**src/verilog/svd_pkg.sv**
```systemverilog
// Summary of operation
// - read-only mode code in bits 7-5: 4 sleep, 6 all off, 7 some on
// - eight-bit bus checksum readable; a write to it loads the written value
// - every write to any other register on any page updates the checksum
// - offset 0x0 of every page holds the page select used by later accesses
// - page 1 offset 0x1E config one resets 0x20, 0x1F config two resets 0x08
// - power policy bits 7-6: user, detector both, detector up, detector down
// - monitored channel bits 5-4 pick channel 1 to 4, reset selects channel 3
// - clock source bits 3-2: oscillator, bit clock, master clock, custom
// - external clock rate bits 1-0: 3.072, 6.144, 12.288, 18.432 MHz
// - config two bit 6 turns the serial output into an interrupt when idle
// - config two bit 3 keeps detection running during recording, reset set
// - detection runs only while the page-0 detect enable bit is set
// - page-0 converter power bit clear powers all channels down (user, detector up policies), set powers up (user, detector down)
package svd_pkg;
    localparam int unsigned ADDR_W = 7;
    localparam int unsigned DATA_W = 8;

    // ----------------------------------------------------------------
    // pages and offsets
    // ----------------------------------------------------------------
    localparam logic [DATA_W-1:0] PAGE_ZERO = 8'h00;
    localparam logic [DATA_W-1:0] PAGE_ONE = 8'h01;
    localparam logic [ADDR_W-1:0] OFS_PAGE_SELECT = 7'h00;
    localparam logic [ADDR_W-1:0] OFS_POWER_CONFIG = 7'h75;
    localparam logic [ADDR_W-1:0] OFS_DEVICE_STATE = 7'h77;
    localparam logic [ADDR_W-1:0] OFS_CHECKSUM = 7'h7E;
    localparam logic [ADDR_W-1:0] OFS_VOICE_CFG_ONE = 7'h1E;
    localparam logic [ADDR_W-1:0] OFS_VOICE_CFG_TWO = 7'h1F;

    // ----------------------------------------------------------------
    // reset values and masks
    // ----------------------------------------------------------------
    localparam logic [DATA_W-1:0] RST_PAGE_SELECT = 8'h00;
    localparam logic [DATA_W-1:0] RST_POWER_CONFIG = 8'h00;
    localparam logic [DATA_W-1:0] RST_CHECKSUM = 8'h00;
    localparam logic [DATA_W-1:0] RST_VOICE_CFG_ONE = 8'h20;
    localparam logic [DATA_W-1:0] RST_VOICE_CFG_TWO = 8'h08;
    // bits 5 and 2-0 of config two are read-only
    localparam logic [DATA_W-1:0] VOICE_CFG_TWO_WMASK = 8'hD8;

    // ----------------------------------------------------------------
    // field positions
    // ----------------------------------------------------------------
    localparam int unsigned POLICY_LSB = 6;
    localparam int unsigned CHANNEL_LSB = 4;
    localparam int unsigned CLKSRC_LSB = 2;
    localparam int unsigned EXTRATE_LSB = 0;
    localparam int unsigned IRQ_EN_BIT = 6;
    localparam int unsigned DET_REC_BIT = 3;
    localparam int unsigned CONV_POWER_BIT = 6;
    localparam int unsigned DET_EN_BIT = 0;
    localparam int unsigned STATE_LSB = 5;

    // ----------------------------------------------------------------
    // codes
    // ----------------------------------------------------------------
    typedef enum logic [1:0] {
        SVD_POL_USER = 2'h0,
        SVD_POL_DETECT_BOTH = 2'h1,
        SVD_POL_DETECT_UP = 2'h2,
        SVD_POL_DETECT_DOWN = 2'h3
    } svd_policy_t;

    localparam logic [2:0] STATE_SLEEP = 3'h4;
    localparam logic [2:0] STATE_ACTIVE_OFF = 3'h6;
    localparam logic [2:0] STATE_ACTIVE_ON = 3'h7;
endpackage

```
**src/verilog/svd_regs.sv**
```systemverilog
`timescale 1ns/1ps
`default_nettype none
module svd_regs
    import svd_pkg::*;
(
    input wire logic clk,
    input wire logic srst,
    input wire logic reg_wr_en,
    input wire logic reg_rd_en,
    input wire logic [ADDR_W-1:0] reg_addr,
    input wire logic [DATA_W-1:0] reg_wdata,
    output logic [DATA_W-1:0] reg_rdata,
    input wire logic device_sleep,
    input wire logic [3:0] channel_enable,
    input wire logic speech_event,
    input wire logic silence_event,
    input wire logic detector_irq,
    input wire logic asi_serial_data,
    output logic [1:0] voice_power_policy,
    output logic [1:0] voice_monitor_channel,
    output logic [1:0] voice_clock_source,
    output logic [1:0] voice_ext_clock_rate,
    output logic voice_detect_run,
    output logic converter_active,
    output logic serial_out_irq_mode,
    output logic serial_data_output_pin
);
    // ----------------------------------------------------------------
    // decode
    // ----------------------------------------------------------------
    logic [DATA_W-1:0] page_select_q, page_select_d;
    logic [DATA_W-1:0] power_config_q, power_config_d;
    logic [DATA_W-1:0] checksum_q, checksum_d;
    logic [DATA_W-1:0] voice_cfg_one_q, voice_cfg_one_d;
    logic [DATA_W-1:0] voice_cfg_two_q, voice_cfg_two_d;
    logic active_q, active_d;
    logic [DATA_W-1:0] rdata_q, rdata_d;
    logic pin_q, pin_d;
    logic irq_mode_q, irq_mode_d;
    logic run_q, run_d;

    function automatic logic hit(input logic [DATA_W-1:0] page,
                                 input logic [ADDR_W-1:0] addr,
                                 input logic [DATA_W-1:0] want_page,
                                 input logic [ADDR_W-1:0] want_addr);
        hit = (page == want_page) && (addr == want_addr);
    endfunction

    logic wr_page, wr_power, wr_cksum, wr_cfg1, wr_cfg2;
    svd_policy_t policy;
    logic any_channel;
    logic recording;
    logic [2:0] state_code;

    assign wr_page = reg_wr_en && (reg_addr == OFS_PAGE_SELECT);
    assign wr_power = reg_wr_en && hit(page_select_q, reg_addr, PAGE_ZERO, OFS_POWER_CONFIG);
    assign wr_cksum = reg_wr_en && hit(page_select_q, reg_addr, PAGE_ZERO, OFS_CHECKSUM);
    assign wr_cfg1 = reg_wr_en && hit(page_select_q, reg_addr, PAGE_ONE, OFS_VOICE_CFG_ONE);
    assign wr_cfg2 = reg_wr_en && hit(page_select_q, reg_addr, PAGE_ONE, OFS_VOICE_CFG_TWO);

    assign policy = svd_policy_t'(voice_cfg_one_q[POLICY_LSB +: 2]);
    assign any_channel = |channel_enable;
    assign recording = active_q && any_channel;

    // ----------------------------------------------------------------
    // register file
    // ----------------------------------------------------------------
    always_comb begin
        page_select_d = page_select_q;
        power_config_d = power_config_q;
        checksum_d = checksum_q;
        voice_cfg_one_d = voice_cfg_one_q;
        voice_cfg_two_d = voice_cfg_two_q;
        if (wr_page) begin
            page_select_d = reg_wdata;
        end
        if (wr_power) begin
            power_config_d = reg_wdata;
        end
        if (wr_cfg1) begin
            voice_cfg_one_d = reg_wdata;
        end
        if (wr_cfg2) begin
            // read-only reserved bits keep their reset value
            voice_cfg_two_d = (reg_wdata & VOICE_CFG_TWO_WMASK)
                | (RST_VOICE_CFG_TWO & ~VOICE_CFG_TWO_WMASK);
        end
        if (wr_cksum) begin
            checksum_d = reg_wdata;
        end else if (reg_wr_en) begin
            // every other write, any page, reserved offsets too
            checksum_d = checksum_q + reg_wdata;
        end
    end

    always_ff @(posedge clk) begin
        if (srst) begin
            page_select_q <= RST_PAGE_SELECT;
            power_config_q <= RST_POWER_CONFIG;
            checksum_q <= RST_CHECKSUM;
            voice_cfg_one_q <= RST_VOICE_CFG_ONE;
            voice_cfg_two_q <= RST_VOICE_CFG_TWO;
        end else begin
            page_select_q <= page_select_d;
            power_config_q <= power_config_d;
            checksum_q <= checksum_d;
            voice_cfg_one_q <= voice_cfg_one_d;
            voice_cfg_two_q <= voice_cfg_two_d;
        end
    end

    // ----------------------------------------------------------------
    // converter power
    // ----------------------------------------------------------------
    // user actions act only at the write; detector events only while detection runs,
    // so a stale event cannot power the converters behind software's back
    always_comb begin
        active_d = active_q;
        if (wr_power) begin
            if (reg_wdata[CONV_POWER_BIT]
                && (policy == SVD_POL_USER || policy == SVD_POL_DETECT_DOWN)) begin
                active_d = 1'b1;
            end
            if (!reg_wdata[CONV_POWER_BIT]
                && (policy == SVD_POL_USER || policy == SVD_POL_DETECT_UP)) begin
                active_d = 1'b0;
            end
        end
        if (run_q && speech_event
            && (policy == SVD_POL_DETECT_BOTH || policy == SVD_POL_DETECT_UP)) begin
            active_d = 1'b1;
        end
        if (run_q && silence_event
            && (policy == SVD_POL_DETECT_BOTH || policy == SVD_POL_DETECT_DOWN)) begin
            active_d = 1'b0;
        end
        if (device_sleep) begin
            active_d = 1'b0;
        end
    end

    always_ff @(posedge clk) begin
        if (srst) begin
            active_q <= 1'b0;
        end else begin
            active_q <= active_d;
        end
    end

    // ----------------------------------------------------------------
    // detector control and serial output pin
    // ----------------------------------------------------------------
    always_comb begin
        run_d = power_config_q[DET_EN_BIT] && !device_sleep
            && (!recording || voice_cfg_two_q[DET_REC_BIT]);
        irq_mode_d = voice_cfg_two_q[IRQ_EN_BIT] && !recording;
        pin_d = irq_mode_d ? detector_irq : asi_serial_data;
    end

    always_ff @(posedge clk) begin
        if (srst) begin
            run_q <= 1'b0;
            irq_mode_q <= 1'b0;
            pin_q <= 1'b0;
        end else begin
            run_q <= run_d;
            irq_mode_q <= irq_mode_d;
            pin_q <= pin_d;
        end
    end

    // ----------------------------------------------------------------
    // read path
    // ----------------------------------------------------------------
    always_comb begin
        if (device_sleep) begin
            state_code = STATE_SLEEP;
        end else if (recording) begin
            state_code = STATE_ACTIVE_ON;
        end else begin
            state_code = STATE_ACTIVE_OFF;
        end
    end

    always_comb begin
        rdata_d = rdata_q;
        if (reg_rd_en) begin
            rdata_d = '0;
            if (reg_addr == OFS_PAGE_SELECT) begin
                rdata_d = page_select_q;
            end else if (hit(page_select_q, reg_addr, PAGE_ZERO, OFS_POWER_CONFIG)) begin
                rdata_d = power_config_q;
            end else if (hit(page_select_q, reg_addr, PAGE_ZERO, OFS_DEVICE_STATE)) begin
                rdata_d = {state_code, 5'b0_0000};
            end else if (hit(page_select_q, reg_addr, PAGE_ZERO, OFS_CHECKSUM)) begin
                rdata_d = checksum_q;
            end else if (hit(page_select_q, reg_addr, PAGE_ONE, OFS_VOICE_CFG_ONE)) begin
                rdata_d = voice_cfg_one_q;
            end else if (hit(page_select_q, reg_addr, PAGE_ONE, OFS_VOICE_CFG_TWO)) begin
                rdata_d = voice_cfg_two_q;
            end
        end
    end

    always_ff @(posedge clk) begin
        if (srst) begin
            rdata_q <= '0;
        end else begin
            rdata_q <= rdata_d;
        end
    end

    assign reg_rdata = rdata_q;
    assign voice_power_policy = voice_cfg_one_q[POLICY_LSB +: 2];
    assign voice_monitor_channel = voice_cfg_one_q[CHANNEL_LSB +: 2];
    assign voice_clock_source = voice_cfg_one_q[CLKSRC_LSB +: 2];
    assign voice_ext_clock_rate = voice_cfg_one_q[EXTRATE_LSB +: 2];
    assign voice_detect_run = run_q;
    assign converter_active = active_q;
    assign serial_out_irq_mode = irq_mode_q;
    assign serial_data_output_pin = pin_q;
endmodule // svd_regs
`default_nettype wire
```
**config.mk**
```make
export PLATFORM = sky130hd
export DESIGN_NAME = svd_regs
export DESIGN_NICKNAME = d
export VERILOG_FILES = /design/src/verilog/svd_pkg.sv /design/src/verilog/svd_regs.sv
export SDC_FILE = /design/constraint.sdc
export NUM_CORES = 1
export LEC_CHECK = 0
export BUFFER_PORTS_ARGS = -buffer_cell sky130_fd_sc_hd__buf_4
export CAP_MARGIN = 10
export CORE_UTILIZATION = 35
export DETAILED_ROUTE_END_ITERATION = 6
export GPL_ROUTABILITY_DRIVEN = 0
export PLACE_DENSITY = 0.64
export SETUP_SLACK_MARGIN = 0.3
export SYNTH_ARGS = -nofsm -noshare
export SYNTH_HDL_FRONTEND = slang
export SYNTH_SLANG_ARGS = --single-unit
```
**constraint.sdc**
```tcl
create_clock -name clk -period 3.5 [get_ports clk]
set_input_delay 0.7 -clock clk [delete_from_list [all_inputs] [get_ports clk]]
set_output_delay 0.7 -clock clk [all_outputs]
set_load 0.02 [all_outputs]
```
# Word-level counts from Yosys, hierarchy flattened
# Cells that the tools add are included.
dict set report op_classes {
  add_sub_neg 1
  eq_ne 9
  muxes 15
  reduce_logical 37
}
# op n
set ops {}
lappend ops {{$mux 8} 8}
lappend ops {{$eq 7x7->1 const B} 3}
lappend ops {{$logic_and 1x1->1} 20}
lappend ops {{$eq 7x5->1 const B} 2}
lappend ops {{$add 8x8->8} 1}
lappend ops {{$eq 8x1->1 const B} 1}
lappend ops {{$logic_not 8->1} 1}
lappend ops {{$logic_not 7->1} 1}
lappend ops {{$mux 1} 6}
lappend ops {{$logic_or 1x1->1} 5}
lappend ops {{$eq 2x2->1 const B} 2}
lappend ops {{$reduce_bool 2->1} 2}
lappend ops {{$reduce_or 4->1} 1}
lappend ops {{$logic_not 1->1} 3}
lappend ops {{$reduce_bool 3->1} 1}
lappend ops {{$reduce_or 3->1} 1}
lappend ops {{$eq 2x1->1 const B} 1}
lappend ops {{$logic_not 2->1} 1}
lappend ops {{$mux 2} 1}
lappend ops {{$reduce_and 2->1} 1}
dict set report word_totals {
  ff_bits 48
  inputBits 28
  wordCells 72
}

# Logic depth before layout (Yosys ltp)
dict set report depth {
  depth_word 8
  mapped_depth 8
}

# Worst setup path after synthesis
# No wires, ideal clock.
dict set report synth_timing {
  kind {input to register}
  start {in reg_addr[0]}
  end {reg power_config_q[0]}
  setup_ns 0.128
  t_arrival_ns 2.212
  path_slack_ns 1.160
  cell_stages 6
  cell_sequence {or4b_1 nor4_4 and3_1 buf_2 mux2i_1 nor2_1}
}
dict set report synth_between {
  elab_chain_cells 3
}
# item line_no
set synth_rtl {}
lappend synth_rtl {{start, declared} svd_regs.sv:10} ;# input wire logic [ADDR_W-1:0] reg_addr,
lappend synth_rtl {{$eq 7x7->1} svd_regs.sv:46} ;# hit = (page == want_page) && (addr == want_addr);
lappend synth_rtl {{$logic_and 1x1->1} svd_regs.sv:46}
lappend synth_rtl {{$logic_and 1x1->1} svd_regs.sv:56} ;# assign wr_power = reg_wr_en && hit(page_select_q, reg_addr, PAGE_ZERO, OFS_POWER_CONFIG);
lappend synth_rtl {{end signal, assigned} svd_regs.sv:105} ;# power_config_q <= power_config_d;
lappend synth_rtl {{end, declared} svd_regs.sv:32} ;# logic [DATA_W-1:0] power_config_q, power_config_d;
# No other way between the ends.
# A chain may end at the register's enable or synchronous reset.

# Worst setup path in the final report
dict set report layout_timing {
  start {in reg_addr[0]}
  end {reg rdata_q[5], in the netlist reg_rdata[5]}
}
dict set report layout_between {
  elab_chain_cells 7
  word_cells_on_any_way 14
  classes_between {eq/ne: 4; mux: 5; reduce/logical: 5}
}
# item line_no
set layout_rtl {}
lappend layout_rtl {{$eq 7x5->1} svd_regs.sv:46}
lappend layout_rtl {{$logic_and 1x1->1} svd_regs.sv:46}
lappend layout_rtl {{$mux 8} svd_regs.sv:197} ;# end else if (hit(page_select_q, reg_addr, PAGE_ONE, OFS_VOICE_CFG_ONE)) begin
lappend layout_rtl {{$mux 8} svd_regs.sv:195} ;# end else if (hit(page_select_q, reg_addr, PAGE_ZERO, OFS_CHECKSUM)) begin
lappend layout_rtl {{$mux 8} svd_regs.sv:193} ;# end else if (hit(page_select_q, reg_addr, PAGE_ZERO, OFS_DEVICE_STATE)) begin
lappend layout_rtl {{$mux 8} svd_regs.sv:191} ;# end else if (hit(page_select_q, reg_addr, PAGE_ZERO, OFS_POWER_CONFIG)) begin
lappend layout_rtl {{$mux 8 (*)} svd_regs.sv:189} ;# if (reg_addr == OFS_PAGE_SELECT) begin
lappend layout_rtl {{end signal, assigned} svd_regs.sv:209} ;# rdata_q <= rdata_d;
lappend layout_rtl {{end, declared} svd_regs.sv:37} ;# logic [DATA_W-1:0] rdata_q, rdata_d;
# Mark *: on every way between the ends. The rest lies on a longest branch, timed or not.

==> flow_summary.yaml <==
synth:
  synth_warnings: 0
  netlist.area_leader.share_pct: 36.5
  ys_ff_latch: 48
  synth-main-ff-cell: "dfxtp_1"
  yosysTopAreaCell: "dfxtp_1"
  synth_cells: 313
  syn_nets: 351
  yosysMostFrequentCell: "dfxtp_1"
  synth.distinct_cells: 59
  ys_top_cells_by_count: "48 x dfxtp_1, 45 x nor2_1, 32 x nand2_1, 21 x mux2i_1"
  syn_area_per_cell_um2: 8.41
  async_flop_share_pct: 0
  ys_seq_area_share_pct: 36.5
  synth_edf_count: 0
  synth_area_um2: 2630
  ys_top_cells_by_area: "dfxtp_1 36%, mux2i_1 8.0%, nor2_1 6.4%, nand2_1 4.6%, ha_1 4.3%"
clocking:
  cts_root_buf: "clkbuf_8"
  cts_setup_buffers: 0
  numCtsBuffers: 5
  cts.clk_slew.worst_paths_ns: 0.08
  cts-resized-gates: 0
  h-tree-depth: 2
  clk_latency_ns: 0.30
  cts_buffer_depth: 2
  hold_buffers: 0
  tritoncts: "built"
  cts.sinks: 48
route:
  first_pass_iters: 4
  drt_iter0_markers: 150
  drc: 0
  wl_um: 7150
  drtAntennaViolNets: 0
  avgRoutedWirePerCell_um: 15.7
  vias: 2471
  via_per_inst: 5.43
status:
  outcome: "finished clean"
global_routing:
  grt_max_degree: 51
  grt_usage_pct: 19.2
  overflow: 0
  grt_pass1_wl_um: 11400
  grt_pass1_vias: 2287
  antenna_found_initial: 0
timing:
  slew_headroom_pct: 52.4
  fin_worst_skew_ns: 0.00627
  setup_violations: 0
  worst_slew_pin_slew_ns: 0.704
  slew_viol_final: 0
  fin_crit_ns: 2.35
  rsz0062_at_grt: "no"
  fmax_ghz: 0.426
  timing.final.ws_setup_ns: 1.15
  period_share_pct: 67.1
  tns_ns: 0
  hold_violations: 0
worst_setup_path:
  worstPathArrival_ns: 2.56
  cp.depth: 6
  critPathLaunch: "reg_addr[0]"
  critPathCaptureType: "flip-flop"
  worst_r2r_path_depth: 4
  worst-path-buf-inv: 1
  path_max_fanout: 9
  startpoint_type: "primary input"
  cp.required_ns: 3.71
  worst-r2r-setup-slack_ns: 1.15
  max_stage_delay_ns: 0.52
  path_cells: "buf_4 > or4b_1 > nor4_4 > and2_1 > a22oi_1 > a311oi_1"
  crit-reg2reg-launch: "page_select_q[3]$_SDFFE_PP0P_"
  crit_type: "in2reg"
  crit_path_top_delay_cell: "or4b_1"
  cp_top_family: "simple AND/OR/NAND/NOR gates"
  reg2reg_to: "voice_cfg_one_q[5]$_SDFFE_PP1P_"
  worstSetupEndpoint: "reg_rdata[5]$_SDFFE_PP0P_"
finish:
  area_delta_synth_final_pct: 20.0
  instances_no_fill: 455
  final_layout_size_suffix_gt1_share_pct: 18.8
  layout.nets: 394
  antenna_cells: 0
  finalInstanceArea_um2: 3160
placement:
  port_buffers: 47
  dp_hpwl_um: 5400
  dp_slack_ns: 0.842
  dp_cells: 448
  placedInstanceArea_um2: 3060
power_and_ir_drop:
  p_per_area_nw_per_um2: 351
  ir_drop_uv: 152
  p_leak_uw: 0.00131
die:
  dieArea_um2: 7880
  initial_utilization_pct: 36.3
  die_w_um: 88.7
  rows: 31
  io_pins: 48
  fp.dieH_um: 88.7
  core_um2: 7250
run:
  max-cap-violations: 0
worst_hold_path:
  hold_path_class: "reg2reg"
[report_power, final]
part           internal, uW  switching (uW)
logic                  81.2             101
registers               559            12.8
clock network           176             179
total                   816             293
[cell usage in the layout (no fill, tap or decap), types with 3 or more instances in the layout]
master    count
a32o_1        3
clkbuf_8      7
a22o_1        3
nand3_1      17
a311oi_1      4
a22oi_1       6
buf_4        48
a221oi_1      5
nor4_1        4
dfxtp_1      48
mux2i_1      21
a21oi_1      17
nor2_1       45
inv_1        15
nor3_1        4
a31oi_1       4
a211oi_1      3
ha_1          9
o21ai_0       7
nand2_1      32
a21o_1        3
o31ai_1       3
[cell type report]
| type | instances | area (um2) |
|---|---|---|
| flip-flops and latches | 48 | 961 |
| well taps | 99 | 124 |
| multi-input cells | 237 | 1560 |
| inverters | 16 | 60.1 |
| clock buffers | 7 | 96.3 |
| fillers | 730 | 4090 |
| repair buffers | 48 | 360 |
[worst min-delay path by stage]
stage / from / endpoint / slack (ns) / cells past startpoint
floorplan: power_config_q[0]$_SDFFE_PP0N_ / voice_detect_run$_SDFF_PP0_ / 0.44 / 1
global placement: page_select_q[3]$_SDFFE_PP0P_ / page_select_q[3]$_SDFFE_PP0P_ / 0.46 / 2
detailed placement: page_select_q[3]$_SDFFE_PP0P_ / page_select_q[3]$_SDFFE_PP0P_ / 0.47 / 2
CTS: page_select_q[3]$_SDFFE_PP0P_ / page_select_q[3]$_SDFFE_PP0P_ / 0.48 / 2
global route: page_select_q[3]$_SDFFE_PP0P_ / page_select_q[3]$_SDFFE_PP0P_ / 0.50 / 2
finish: page_select_q[3]$_SDFFE_PP0P_ / page_select_q[3]$_SDFFE_PP0P_ / 0.48 / 2
[per-layer routing]
layer  GRT usage, %  wire [um]  part of all wire [%]  vias to the layer above
li1               -          -                     -                     1236
met1           24.4       3140                    44                     1162
met2           33.6       3510                    49                       65
met3           2.89        402                   5.6                        8
met4           5.72        100                   1.4                        0
met5              0          0                     0                        -
[sequential cells by signal, indices dropped and copies added (netlist names)]
name,flops
checksum_q,8
power_config_q,8
serial_data_output_pin,1
voice_cfg_one_q,8
voice_detect_run,1
converter_active,1
page_select_q,8
voice_cfg_two_q,4
serial_out_irq_mode,1
reg_rdata,8
[worst min-delay path, delay by kind of cell, from the launching register on]
family,cells,cell delay [ns]
DFF,1,0.33
and+or+nand+nor,1,0.06
AOI/OAI and AO/OA,1,0.05
[stage by stage]
stage                     utilization, %  hold WS, ns  power [uW]
after CTS                           43.6        0.481        1120
after global routing                43.6        0.496        1170
after detailed placement            42.2        0.470         767
after floorplan                        -        0.443         700
after global placement              42.2        0.461         763
final                               43.6        0.482        1110
[cells by family after synthesis]
family	share of synthesized area, %
AO/OA/AOI/OAI	20.7
XOR/XNOR	0.665
adder cells (fa/ha/maj)	5.04
buffers and inverters	4.32
flip-flops	36.5
multiplexers	8.41
AND/OR/NAND/NOR	24.4
No activity file was read; power rests on OpenSTA's default activity.
